File: src/dcs_defs.svh
// Offsets, field positions, reset values and timing counts of device control startup
`ifndef DCS_DEFS_SVH
`define DCS_DEFS_SVH

// ==========================================================
// Register map
`define DCS_DEVICE_CONTROL_ADDR 8'h0C
`define DCS_DEVICE_CONTROL_RESET 8'hD9
`define DCS_EEPROM_FIELD_MASK 8'h1F
`define DCS_SOFT_RESET_MASK 8'h80
`define DCS_RESERVED_MASK 8'h20

// ==========================================================
// Field positions
`define DCS_BIT_SOFT_RESET_N 7
`define DCS_BIT_SOFT_SYNC_N 6
`define DCS_BIT_SYNC_AUTO 4
`define DCS_BIT_SYNC_MUTE 3
`define DCS_BIT_KEEP_BACKUP 2
`define DCS_BIT_AUTO_LOCK_START 0

// ==========================================================
// Timing counts in clock cycles
`define DCS_RESET_CYCLES 4
`define DCS_AUTO_SYNC_CYCLES 16

`endif

File: src/dcs_pkg.sv
// Types shared by the device control startup block
package dcs_pkg;

	// ==========================================================
	// Control register layout
	typedef struct packed {
		logic soft_reset_n;
		logic soft_sync_n;
		logic reserved_5;
		logic sync_auto;
		logic sync_mute;
		logic keep_backup_clock_after_lock;
		logic reserved_1;
		logic auto_lock_start;
	} dcs_ctl_type;

	// ==========================================================
	// Register write request
	typedef struct packed {
		logic wr;
		logic [7:0] addr;
		logic [7:0] data;
	} dcs_reg_wr_type;

	// ==========================================================
	// Startup sequence states
	typedef enum logic [4:0] {
		ST_RESET = 5'h01,
		ST_CONFIG = 5'h02,
		ST_HALT = 5'h04,
		ST_LOCK = 5'h08,
		ST_RUN = 5'h10
	} dcs_state_type;

endpackage

File: src/dcs_top.sv
// Device control register and reset, lock and sync startup sequencer
`include "dcs_defs.svh"

module dcs_top #(
	parameter int RESET_CYCLES = `DCS_RESET_CYCLES,
	parameter int AUTO_SYNC_CYCLES = `DCS_AUTO_SYNC_CYCLES
) (
	// Clock and power-on reset
	input wire logic clk,
	input wire logic rst_n,
	// Pins
	input wire logic reset_pin_n,
	input wire logic sync_input_pin,
	// Register port
	input dcs_pkg::dcs_reg_wr_type reg_wr,
	input wire logic [7:0] reg_rd_addr,
	output logic [7:0] reg_rdata,
	// Configuration controller
	input wire logic cfg_done,
	input wire logic cfg_load,
	input wire logic [7:0] cfg_data,
	output logic cfg_start,
	// PLL
	input wire logic pll_locked,
	output logic pll_enable,
	// Outputs and clocks
	output logic out_enable,
	output logic out_mute,
	output logic sync_active,
	output logic sysclk_sel_vco,
	output logic aon_osc_enable,
	output logic func_reset_n
);

	localparam int RCW = $clog2(RESET_CYCLES + 1);
	localparam logic [RCW-1:0] RESET_LOAD = RCW'(RESET_CYCLES - 1);

	// ==========================================================
	// Declarations
	dcs_pkg::dcs_ctl_type ctl;
	dcs_pkg::dcs_ctl_type next_ctl;
	dcs_pkg::dcs_state_type state;
	dcs_pkg::dcs_state_type next_state;
	logic [7:0] next_ctl_raw;
	logic [7:0] next_rdata;
	logic [RCW-1:0] reset_cnt;
	logic [RCW-1:0] next_reset_cnt;
	logic cfg_needed;
	logic next_cfg_needed;
	logic ctl_hit;
	logic soft_reset_req;
	logic pin_reset_req;
	logic dev_reset_req;
	logic leave_reset;
	logic lock_done;
	logic auto_sync_pulse;
	logic sync_level;
	logic gen_next_active;
	logic next_sel_vco;
	logic in_reset;

	// ==========================================================
	// Register decode
	assign ctl_hit = reg_wr.wr && (reg_wr.addr == `DCS_DEVICE_CONTROL_ADDR);
	assign soft_reset_req = ctl_hit && !reg_wr.data[`DCS_BIT_SOFT_RESET_N];
	assign pin_reset_req = !reset_pin_n;
	assign dev_reset_req = soft_reset_req || pin_reset_req;
	// Host write wins over a configuration load in the same cycle
	assign next_ctl_raw = ctl_hit ? reg_wr.data :
		cfg_load ? ((ctl & ~`DCS_EEPROM_FIELD_MASK) | (cfg_data & `DCS_EEPROM_FIELD_MASK)) :
		ctl;
	// Soft reset bit returns to 1 and reserved bit 5 to 0 at once, the reset it requested leaves the other bits as written
	assign next_ctl = (next_ctl_raw | `DCS_SOFT_RESET_MASK) & ~`DCS_RESERVED_MASK;
	assign next_rdata = (reg_rd_addr == `DCS_DEVICE_CONTROL_ADDR) ? ctl : 8'h00;

	// Registers sit outside the function reset, only power-on clears them
	always_ff @(posedge clk or negedge rst_n) begin
		if (!rst_n) begin
			ctl <= `DCS_DEVICE_CONTROL_RESET;
			reg_rdata <= 8'h00;
		end else begin
			ctl <= next_ctl;
			reg_rdata <= next_rdata;
		end
	end

	// ==========================================================
	// Startup sequencer
	assign in_reset = (state == dcs_pkg::ST_RESET);
	assign leave_reset = in_reset && (reset_cnt == '0) && !dev_reset_req;
	assign lock_done = (state == dcs_pkg::ST_LOCK) && pll_locked && !dev_reset_req;
	assign next_reset_cnt = dev_reset_req ? RESET_LOAD :
		(reset_cnt != '0) ? reset_cnt - RCW'(1) : '0;
	// Only power-on and the pin ask for a new configuration transfer
	assign next_cfg_needed = pin_reset_req ||
		(cfg_needed && !((state == dcs_pkg::ST_CONFIG) && cfg_done));

	always_comb begin
		next_state = state;
		case (state)
			dcs_pkg::ST_RESET: begin
				if (leave_reset) begin
					next_state = dcs_pkg::ST_CONFIG;
				end
			end
			dcs_pkg::ST_CONFIG: begin
				if (!cfg_needed || cfg_done) begin
					next_state = dcs_pkg::ST_HALT;
				end
			end
			dcs_pkg::ST_HALT: begin
				if (ctl.auto_lock_start) begin
					next_state = dcs_pkg::ST_LOCK;
				end
			end
			dcs_pkg::ST_LOCK: begin
				if (pll_locked) begin
					next_state = dcs_pkg::ST_RUN;
				end
			end
			dcs_pkg::ST_RUN: begin
				next_state = dcs_pkg::ST_RUN;
			end
			default: begin
				next_state = dcs_pkg::ST_RESET;
			end
		endcase
		if (dev_reset_req) begin
			next_state = dcs_pkg::ST_RESET;
		end
	end

	always_ff @(posedge clk or negedge rst_n) begin
		if (!rst_n) begin
			state <= dcs_pkg::ST_RESET;
			reset_cnt <= RESET_LOAD;
			cfg_needed <= 1'b1;
		end else begin
			state <= next_state;
			reset_cnt <= next_reset_cnt;
			cfg_needed <= next_cfg_needed;
		end
	end

	// ==========================================================
	// Synchronization
	// Every lock reached is the first after a reset, so it counts as startup
	assign auto_sync_pulse = lock_done && ctl.sync_auto;
	assign sync_level = sync_input_pin || !ctl.soft_sync_n;

	dcs_sync_gen #(
		.AUTO_SYNC_CYCLES(AUTO_SYNC_CYCLES)
	) u_sync_gen (
		.clk(clk),
		.rst_n(rst_n),
		.clear(next_state == dcs_pkg::ST_RESET),
		.level_req(sync_level),
		.auto_pulse(auto_sync_pulse),
		.next_active(gen_next_active),
		.active(sync_active)
	);

	// ==========================================================
	// Output and clock control
	assign next_sel_vco = (next_state == dcs_pkg::ST_RUN) && pll_locked &&
		!ctl.keep_backup_clock_after_lock;

	// Oscillator stops only once the VCO clock has carried a full cycle,
	// and restarts on the same edge as the switch back so the system clock never stalls
	always_ff @(posedge clk or negedge rst_n) begin
		if (!rst_n) begin
			func_reset_n <= 1'b0;
			cfg_start <= 1'b0;
			pll_enable <= 1'b0;
			out_enable <= 1'b0;
			out_mute <= 1'b0;
			sysclk_sel_vco <= 1'b0;
			aon_osc_enable <= 1'b1;
		end else begin
			func_reset_n <= (next_state != dcs_pkg::ST_RESET);
			cfg_start <= leave_reset && cfg_needed;
			pll_enable <= (next_state == dcs_pkg::ST_LOCK) || (next_state == dcs_pkg::ST_RUN);
			out_enable <= (next_state == dcs_pkg::ST_RUN);
			out_mute <= ctl.sync_mute && gen_next_active;
			sysclk_sel_vco <= next_sel_vco;
			aon_osc_enable <= !(sysclk_sel_vco && next_sel_vco);
		end
	end
endmodule // dcs_top

File: src/dcs_sync_gen.sv
// Synchronization window generator: level requests plus a timed automatic window
module dcs_sync_gen #(
	parameter int AUTO_SYNC_CYCLES = 16
) (
	// Clock and reset
	input wire logic clk,
	input wire logic rst_n,
	// Requests
	input wire logic clear,
	input wire logic level_req,
	input wire logic auto_pulse,
	// Window
	output logic next_active,
	output logic active
);

	localparam int CW = $clog2(AUTO_SYNC_CYCLES + 1);
	localparam logic [CW-1:0] AUTO_LOAD = CW'(AUTO_SYNC_CYCLES);

	logic [CW-1:0] cnt;
	logic [CW-1:0] next_cnt;

	// ==========================================================
	// Window counter
	assign next_cnt = clear ? '0 :
		auto_pulse ? AUTO_LOAD :
		(cnt != '0) ? cnt - CW'(1) : '0;
	// Level request holds the window open as long as it stays asserted and clear is low
	assign next_active = !clear && (level_req || next_cnt != '0);

	always_ff @(posedge clk or negedge rst_n) begin
		if (!rst_n) begin
			cnt <= '0;
			active <= 1'b0;
		end else begin
			cnt <= next_cnt;
			active <= next_active;
		end
	end

endmodule // dcs_sync_gen

File: config.mk
export PLATFORM = sky130hd
export DESIGN_NAME = dcs_top
export DESIGN_NICKNAME = d
export VERILOG_FILES = /design/src/dcs_pkg.sv /design/src/dcs_top.sv /design/src/dcs_sync_gen.sv
export VERILOG_INCLUDE_DIRS = /design/src
export SDC_FILE = /design/constraint.sdc
export NUM_CORES = 1
export LEC_CHECK = 0
export ABC_CLOCK_PERIOD_IN_PS = 1900
export BUFFER_PORTS_ARGS = -buffer_cell sky130_fd_sc_hd__buf_2
export CAP_MARGIN = 25
export CELL_PAD_IN_SITES_DETAIL_PLACEMENT = 1
export CELL_PAD_IN_SITES_GLOBAL_PLACEMENT = 1
export CORE_MARGIN = 8
export CORE_UTILIZATION = 35
export DETAILED_ROUTE_END_ITERATION = 8
export MAX_ROUTING_LAYER = met4
export PLACE_DENSITY_LB_ADDON = 0.1
export SETUP_SLACK_MARGIN = 0.3
export SKIP_CTS_REPAIR_TIMING = 1
export SLEW_MARGIN = 30
export SYNTH_ARGS = -nofsm -noshare
export SYNTH_HDL_FRONTEND = slang
export SYNTH_SLANG_ARGS = --single-unit
File: constraint.sdc
create_clock -name clk -period 1.9 [get_ports clk]
set_input_delay 0.285 -clock clk [delete_from_list [all_inputs] [get_ports clk]]
set_output_delay 0.285 -clock clk [all_outputs]
set_load 0.01 [all_outputs]
==> Yosys cells after proc, flatten, opt, wreduce, memory -nomap -nowiden <==
Index checks and enable logic that the tools add are counted.
{ "totals": {"reg_bits": 36, "out_inout_bits": 16, "word_cells": 82} }
{ "classes": {"add_sub_neg": 2, "eq_ne": 11, "mux": 14, "n_bitwise": 1, "n_reduce_logical": 35} }
{ "ops": {"columns": ["operator", "count"], "rows": [
  ["5-bit 2-to-1 mux", 8],
  ["5-bit case mux with 5 select lines", 1],
  ["8-bit by 4-bit equality test with 1-bit output (second input constant)", 2],
  ["1-bit logical AND", 15],
  ["7-bit 2-to-1 mux", 2],
  ["5-bit by 1-bit equality test with 1-bit output (second input constant)", 2],
  ["5-bit by 4-bit equality test with 1-bit output (second input constant)", 2],
  ["5-bit equality test (second input constant)", 2],
  ["5-bit nonzero test", 2],
  ["1-bit zero test", 9],
  ["8-bit 2-to-1 mux", 1],
  ["7-bit by 5-bit bitwise OR with 7-bit output", 1],
  ["1-bit logical OR", 6],
  ["3-bit 2-to-1 mux", 2],
  ["5-bit by 2-bit equality test with 1-bit output (second input constant)", 1],
  ["5-bit by 3-bit equality test with 1-bit output (second input constant)", 1],
  ["5-bit by 1-bit != test with 1-bit output (second input constant)", 1],
  ["5-bit by 1-bit subtractor with 5-bit output (second input constant)", 1],
  ["3-bit zero test", 1],
  ["3-bit nonzero test", 1],
  ["3-bit by 1-bit subtractor with 3-bit output (second input constant)", 1],
  ["2-bit nonzero test", 1]
]} }

==> Longest topological paths before layout <==
{ "logic_depth": {"word_depth": 15, "depth_mapped": 6} }

==> Modules after synthesis <==
Synthesis repeated with hierarchy kept, for this count alone.
{ "unflattened": {"cells_unflattened": 147, "area_unflattened_um2": 1617.8} }
{ "by_module_without_submodules": {"columns": ["module", "instances", "cells_each", "area_per_inst_um2"], "rows": [
  ["dcs_top", 1, 120, 1326.3],
  ["dcs_sync_gen", 1, 27, 291.5]
]} }

==> Worst setup path after synthesis <==
OpenSTA, ideal clock, no wires.
{ "synth_path": {"path_type": "input-to-reg", "start": "input reg_wr[14] (netlist name)", "end": "register sysclk_sel_vco", "setup_time_ns": 0.120, "arrival_ns": 1.531, "required_time_ns": 1.780, "path_slack_ns": 0.250, "stages": 4, "path_buffers": 0, "cell_sequence": "or4b_4 -> o31a_4 -> o2111a_2 -> and3b_1"} }
{ "synth_via": {"elab_chain_cells": 12} }
{ "synth_rtl": {"columns": ["element", "line_no", "text"], "rows": [
  ["start: declaration", "dcs_top.sv:15", "input dcs_pkg::dcs_reg_wr_type reg_wr,"],
  ["8-bit by 4-bit equality test with 1-bit output (no source line) *", null, null],
  ["1-bit logical AND *", "dcs_top.sv:64", "assign ctl_hit = reg_wr.wr && (reg_wr.addr == `DCS_DEVICE_CONTROL_ADDR);"],
  ["1-bit logical AND *", "dcs_top.sv:65", "assign soft_reset_req = ctl_hit && !reg_wr.data[`DCS_BIT_SOFT_RESET_N];"],
  ["1-bit logical OR *", "dcs_top.sv:67", "assign dev_reset_req = soft_reset_req || pin_reset_req;"],
  ["1-bit zero test", "dcs_top.sv:90", "assign leave_reset = in_reset && (reset_cnt == '0) && !dev_reset_req;"],
  ["1-bit logical AND", "dcs_top.sv:90", null],
  ["5-bit 2-to-1 mux", "dcs_top.sv:102", "if (leave_reset) begin"],
  ["5-bit case mux with 5 select lines", "dcs_top.sv:100", "case (state)"],
  ["5-bit 2-to-1 mux *", "dcs_top.sv:128", "if (dev_reset_req) begin"],
  ["named net next_state[4]", "dcs_top.sv:43", "dcs_pkg::dcs_state_type next_state;"],
  ["5-bit equality test *", "dcs_top.sv:165", "assign next_sel_vco = (next_state == dcs_pkg::ST_RUN) && pll_locked &&"],
  ["1-bit logical AND * (2 in series)", "dcs_top.sv:165", null],
  ["named net next_sel_vco", "dcs_top.sv:59", "logic next_sel_vco;"],
  ["end signal: assignment", "dcs_top.sv:185", "sysclk_sel_vco <= next_sel_vco;"],
  ["end: declaration", "dcs_top.sv:30", "output logic sysclk_sel_vco,"]
]} }
The timed path passes the listed nets; every way through them passes the cells marked *.
A chain may end at the register's enable or synchronous reset.

==> Final worst setup path <==
{ "layout_path": {"start": "register state[1]", "end": "register sysclk_sel_vco"} }
{ "layout_via": {"elab_chain_cells": 9, "word_cells_on_any_way": 16, "classes_between": "6 x eq/ne; 6 x mux; 4 x reduce/logical"} }
{ "layout_rtl": {"columns": ["element", "line_no", "text"], "rows": [
  ["start: declaration", "dcs_top.sv:42", "dcs_pkg::dcs_state_type state;"],
  ["start signal: assignment", "dcs_top.sv:135", "state <= dcs_pkg::ST_RESET;"],
  ["start signal: assignment", "dcs_top.sv:139", "state <= next_state;"],
  ["5-bit by 1-bit equality test with 1-bit output", "dcs_top.sv:89, dcs_top.sv:100", null],
  ["1-bit logical AND (2 in series)", "dcs_top.sv:90", null],
  ["5-bit 2-to-1 mux", "dcs_top.sv:102", null],
  ["5-bit case mux with 5 select lines *", "dcs_top.sv:100", null],
  ["5-bit 2-to-1 mux *", "dcs_top.sv:128", null],
  ["named net next_state[4]", "dcs_top.sv:43", null],
  ["5-bit equality test *", "dcs_top.sv:165", null],
  ["1-bit logical AND * (2 in series)", "dcs_top.sv:165", null],
  ["named net next_sel_vco", "dcs_top.sv:59", null]
]} }
Marks and branches as above.

==> impl_results.rst <==
.. list-table::
   :header-rows: 1

   * - Metric
     - Value
   * - Most common cell after layout, fill and taps aside
     - buf_2
   * - Req. time, crit path
     - 2.13 ns
   * - Iteration-0 DRC Markers
     - 87
   * - Initial antenna violation count
     - 0
   * - Xor/xnor cell area share of the yosys netlist
     - 1.54%
   * - Top achievable clock speed
     - 0.595 GHz
   * - First-pass iteration count of the detailed router
     - 4
   * - Fin. max-slew vios
     - 0
   * - Reg-to-Reg End
     - sysclk_sel_vco$_DFF_PN0_
   * - Synth Flop Type
     - dfrtp_1
   * - Status
     - complete, no violations
   * - Maximum number of pins on one net before global-route repair
     - 36
   * - Number of H-tree levels
     - 2
   * - Cell Area, Synth
     - 0.00170 mm^2
   * - Post-synthesis sequential element count
     - 35
   * - Library cells used by synthesis
     - 51
   * - Share of synthesized registers carrying an async set or reset
     - 100%
   * - Final #Nets
     - 258
   * - Most frequent cells in the layout
     - 50 x buf_2, 22 x dfrtp_1, 14 x nor2_1, 12 x buf_4, 9 x dfstp_2
   * - Cell count of the worst reg-to-reg path
     - 6
   * - Min-delay worst type
     - in -> async
   * - Placed cell count
     - 265
   * - Number of antenna cells inserted
     - 0
   * - Number of remaining DRC errors
     - 0
   * - Largest fanout on the critical path
     - 6
   * - Fraction of layout instances using a drive strength above 1
     - 52.3%
   * - Avg Inst Size Synth
     - 11.3 um^2
   * - Number of core rows
     - 25
   * - Area of the core region
     - 0.00472 mm^2
   * - Clock sink count
     - 35
   * - Worst-path clk slew
     - 0.07 ns
   * - Clock Latency Late Sink
     - 0.29 ns
   * - Root buf cell
     - clkbuf_8
   * - Clock buffer count from CTS
     - 5
   * - Clock skew after layout
     - 0.00578 ns
   * - Instance count of the mapped netlist
     - 151
   * - Post-synth EDFFs
     - 0
   * - VDD IR max
     - 271 uV
   * - Total power density per cell area
     - 703 mW/mm^2
   * - Die outline area
     - 0.00736 mm^2
   * - Antenna violation net count after detailed routing
     - 0
   * - Leakage power
     - 1.10 nW
   * - Post-Synth Simple-Gate Area
     - 23.1%
   * - Input/output buffers
     - 50
   * - Critical Path Sink Type
     - register
   * - Final setup violation count
     - 0
   * - Detailed-route via count
     - 1,383
   * - Post-Layout Cell Count
     - 285
   * - Remaining max-slew budget at the tightest pin
     - 48.8%
   * - Initial core utilization
     - 36.1%
   * - Hold_ws
     - 0.0697 ns
   * - GRT Overall Usage
     - 11.9%
   * - DRT Wirelength
     - 4650 um
   * - Chip width
     - 85.8 um
   * - Setup TNS
     - 0 ns
   * - Syn nets
     - 192
   * - Compound-Gate Fraction of Synth Area
     - 14.2%
   * - Area Overhead vs Synth
     - 37.7%
   * - Routed vias/inst
     - 4.85
   * - HPWL after detailed placement
     - 3310 um
   * - Die extent in y
     - 85.8 um
   * - Bufs on Longest Clock Path
     - 2
   * - Kind of start point of the critical path
     - register
   * - Data arrival time of the worst path
     - 1.91 ns
   * - Number of fillers in the final layout
     - 518
   * - Worst-Margin Slew
     - 0.768 ns
   * - Unrepaired setup endpoints after global routing
     - true
   * - Share of the clock period used by the worst path after layout
     - 88.5%
   * - Crit path time final
     - 1.68 ns
   * - Wire length of the first global-routing pass
     - 6640 um
   * - Vias in the first global route
     - 1,492
   * - I/O pin cnt
     - 56
   * - Critical path type
     - reg -> reg
   * - Dominant combinational cell family by area after synthesis
     - simple AND/OR/NAND/NOR gates
   * - Average routed wire per standard cell
     - 16.3 um
   * - Slack of the worst reg-to-reg path
     - 0.22 ns
   * - Mux share of post-synthesis cell area
     - 4.41%
   * - Final number of hold-violating endpoints
     - 0
   * - Adder and majority gate portion of the synthesized area
     - 0.734%
   * - Sequential-to-total area share from yosys stat
     - 52.1%
   * - TritonCTS clock tree
     - built
   * - Routability congestion estimate
     - 0.769
   * - Synth Warn #
     - 0
   * - Beginning of the worst register-to-register path
     - state[1]$_DFF_PN0_
   * - Max Cap Viol
     - 0
   * - Global route overflow
     - 0
## cells in the mapped netlist, drive strengths merged (2+ instances only)
cell    number  area [um^2]
dfrtp       26          651
or4          3         22.5
o21ai        4         23.8
nand3b       2         15.0
nand2        7         26.3
nand2b       3         18.8
nor4         7         56.3
o2111a       2         23.8
and2         6         37.5
nor2        15         58.8
or2          2         15.0
nor2b        2         12.5
xnor2        2         17.5
nand3        4         20.0
mux2i        6         60.1
inv          5         18.8
a21oi        9         45.0
nor3         5         25.0
buf          7         45.0
o211ai       2         28.8
dfstp        9          236
nor3b        2         15.0
or3          3         23.8
## worst max-delay path, cell delays in order (launching register included)
cell	delay [ns]
dfrtp_2	0.44
or2b_1	0.29
a211oi_4	0.26
buf_6	0.16
buf_6	0.09
o2111a_2	0.21
and3b_1	0.17
## power by group
part           internal, W  switching [W]
registers         0.000780      0.0000255
logic            0.0000811      0.0000934
clock network     0.000390       0.000278
## cell families after synthesis
group | Yosys count
simple gates | 66
other cells | 1
mux | 7
flops | 35
buf+inv | 12
compound gates | 26
xor+xnor | 3
fa+ha+maj | 1
## layer usage
metal	track usage, %	vias up	share of wire, %
li1	-	671	-
met1	12.2	677	43
met2	20.9	33	54
met3	3.25	2	2.8
met4	5.25	0	0.86
met5	-	-	0
## sequential cells by signal, summed over array words and instances, names as in the netlist, 3 cells and up
register,count
ctl,6
reg_rdata,7
u_sync_gen.cnt,5
reset_cnt,3
state,5
## cell type report
cell class              count  area, um^2  share of cell area, %
flip-flops and latches     35         892                   38.0
multi-input cells         105         865                   36.9
repair buffers             65         374                   15.9
well taps                  67        83.8                   3.57
clock buffers               5        68.8                   2.93
clock inverters             3        43.8                   1.87
inverters                   5        18.8                  0.800
## per-stage QoR
| stage | cell area [um^2] | worst slack [ns] | utilization (%) | total power (W) |
|---|---|---|---|---|
| after floorplan | 1730 | 0.262 | - | 0.000892 |
| after global placement | 2050 | 0.0887 | 43.3 | 0.000964 |
| after detailed placement | 2050 | 0.0711 | 43.3 | 0.000972 |
| after CTS | 2160 | 0.0878 | 45.7 | 0.00165 |
| after global routing | 2350 | 0.170 | 49.7 | 0.00173 |
| final | 2350 | 0.219 | 49.7 | 0.00165 |
## worst max-delay path by stage
stage	from	to	slack (ns)	depth (start not counted)
global placement	reg_wr[13]	u_sync_gen.cnt[4]$_DFF_PN0_	0.09	5
finish	state[1]$_DFF_PN0_	sysclk_sel_vco$_DFF_PN0_	0.22	6
global route	state[2]$_DFF_PN0_	out_mute$_DFF_PN0_	0.17	4
CTS	state[1]$_DFF_PN0_	pll_enable$_DFF_PN0_	0.09	4
floorplan	reg_wr[13]	sysclk_sel_vco$_DFF_PN0_	0.26	4
detailed placement	reg_wr[13]	u_sync_gen.cnt[4]$_DFF_PN0_	0.07	5
Note: power is estimated with default switching activity, not from simulation.
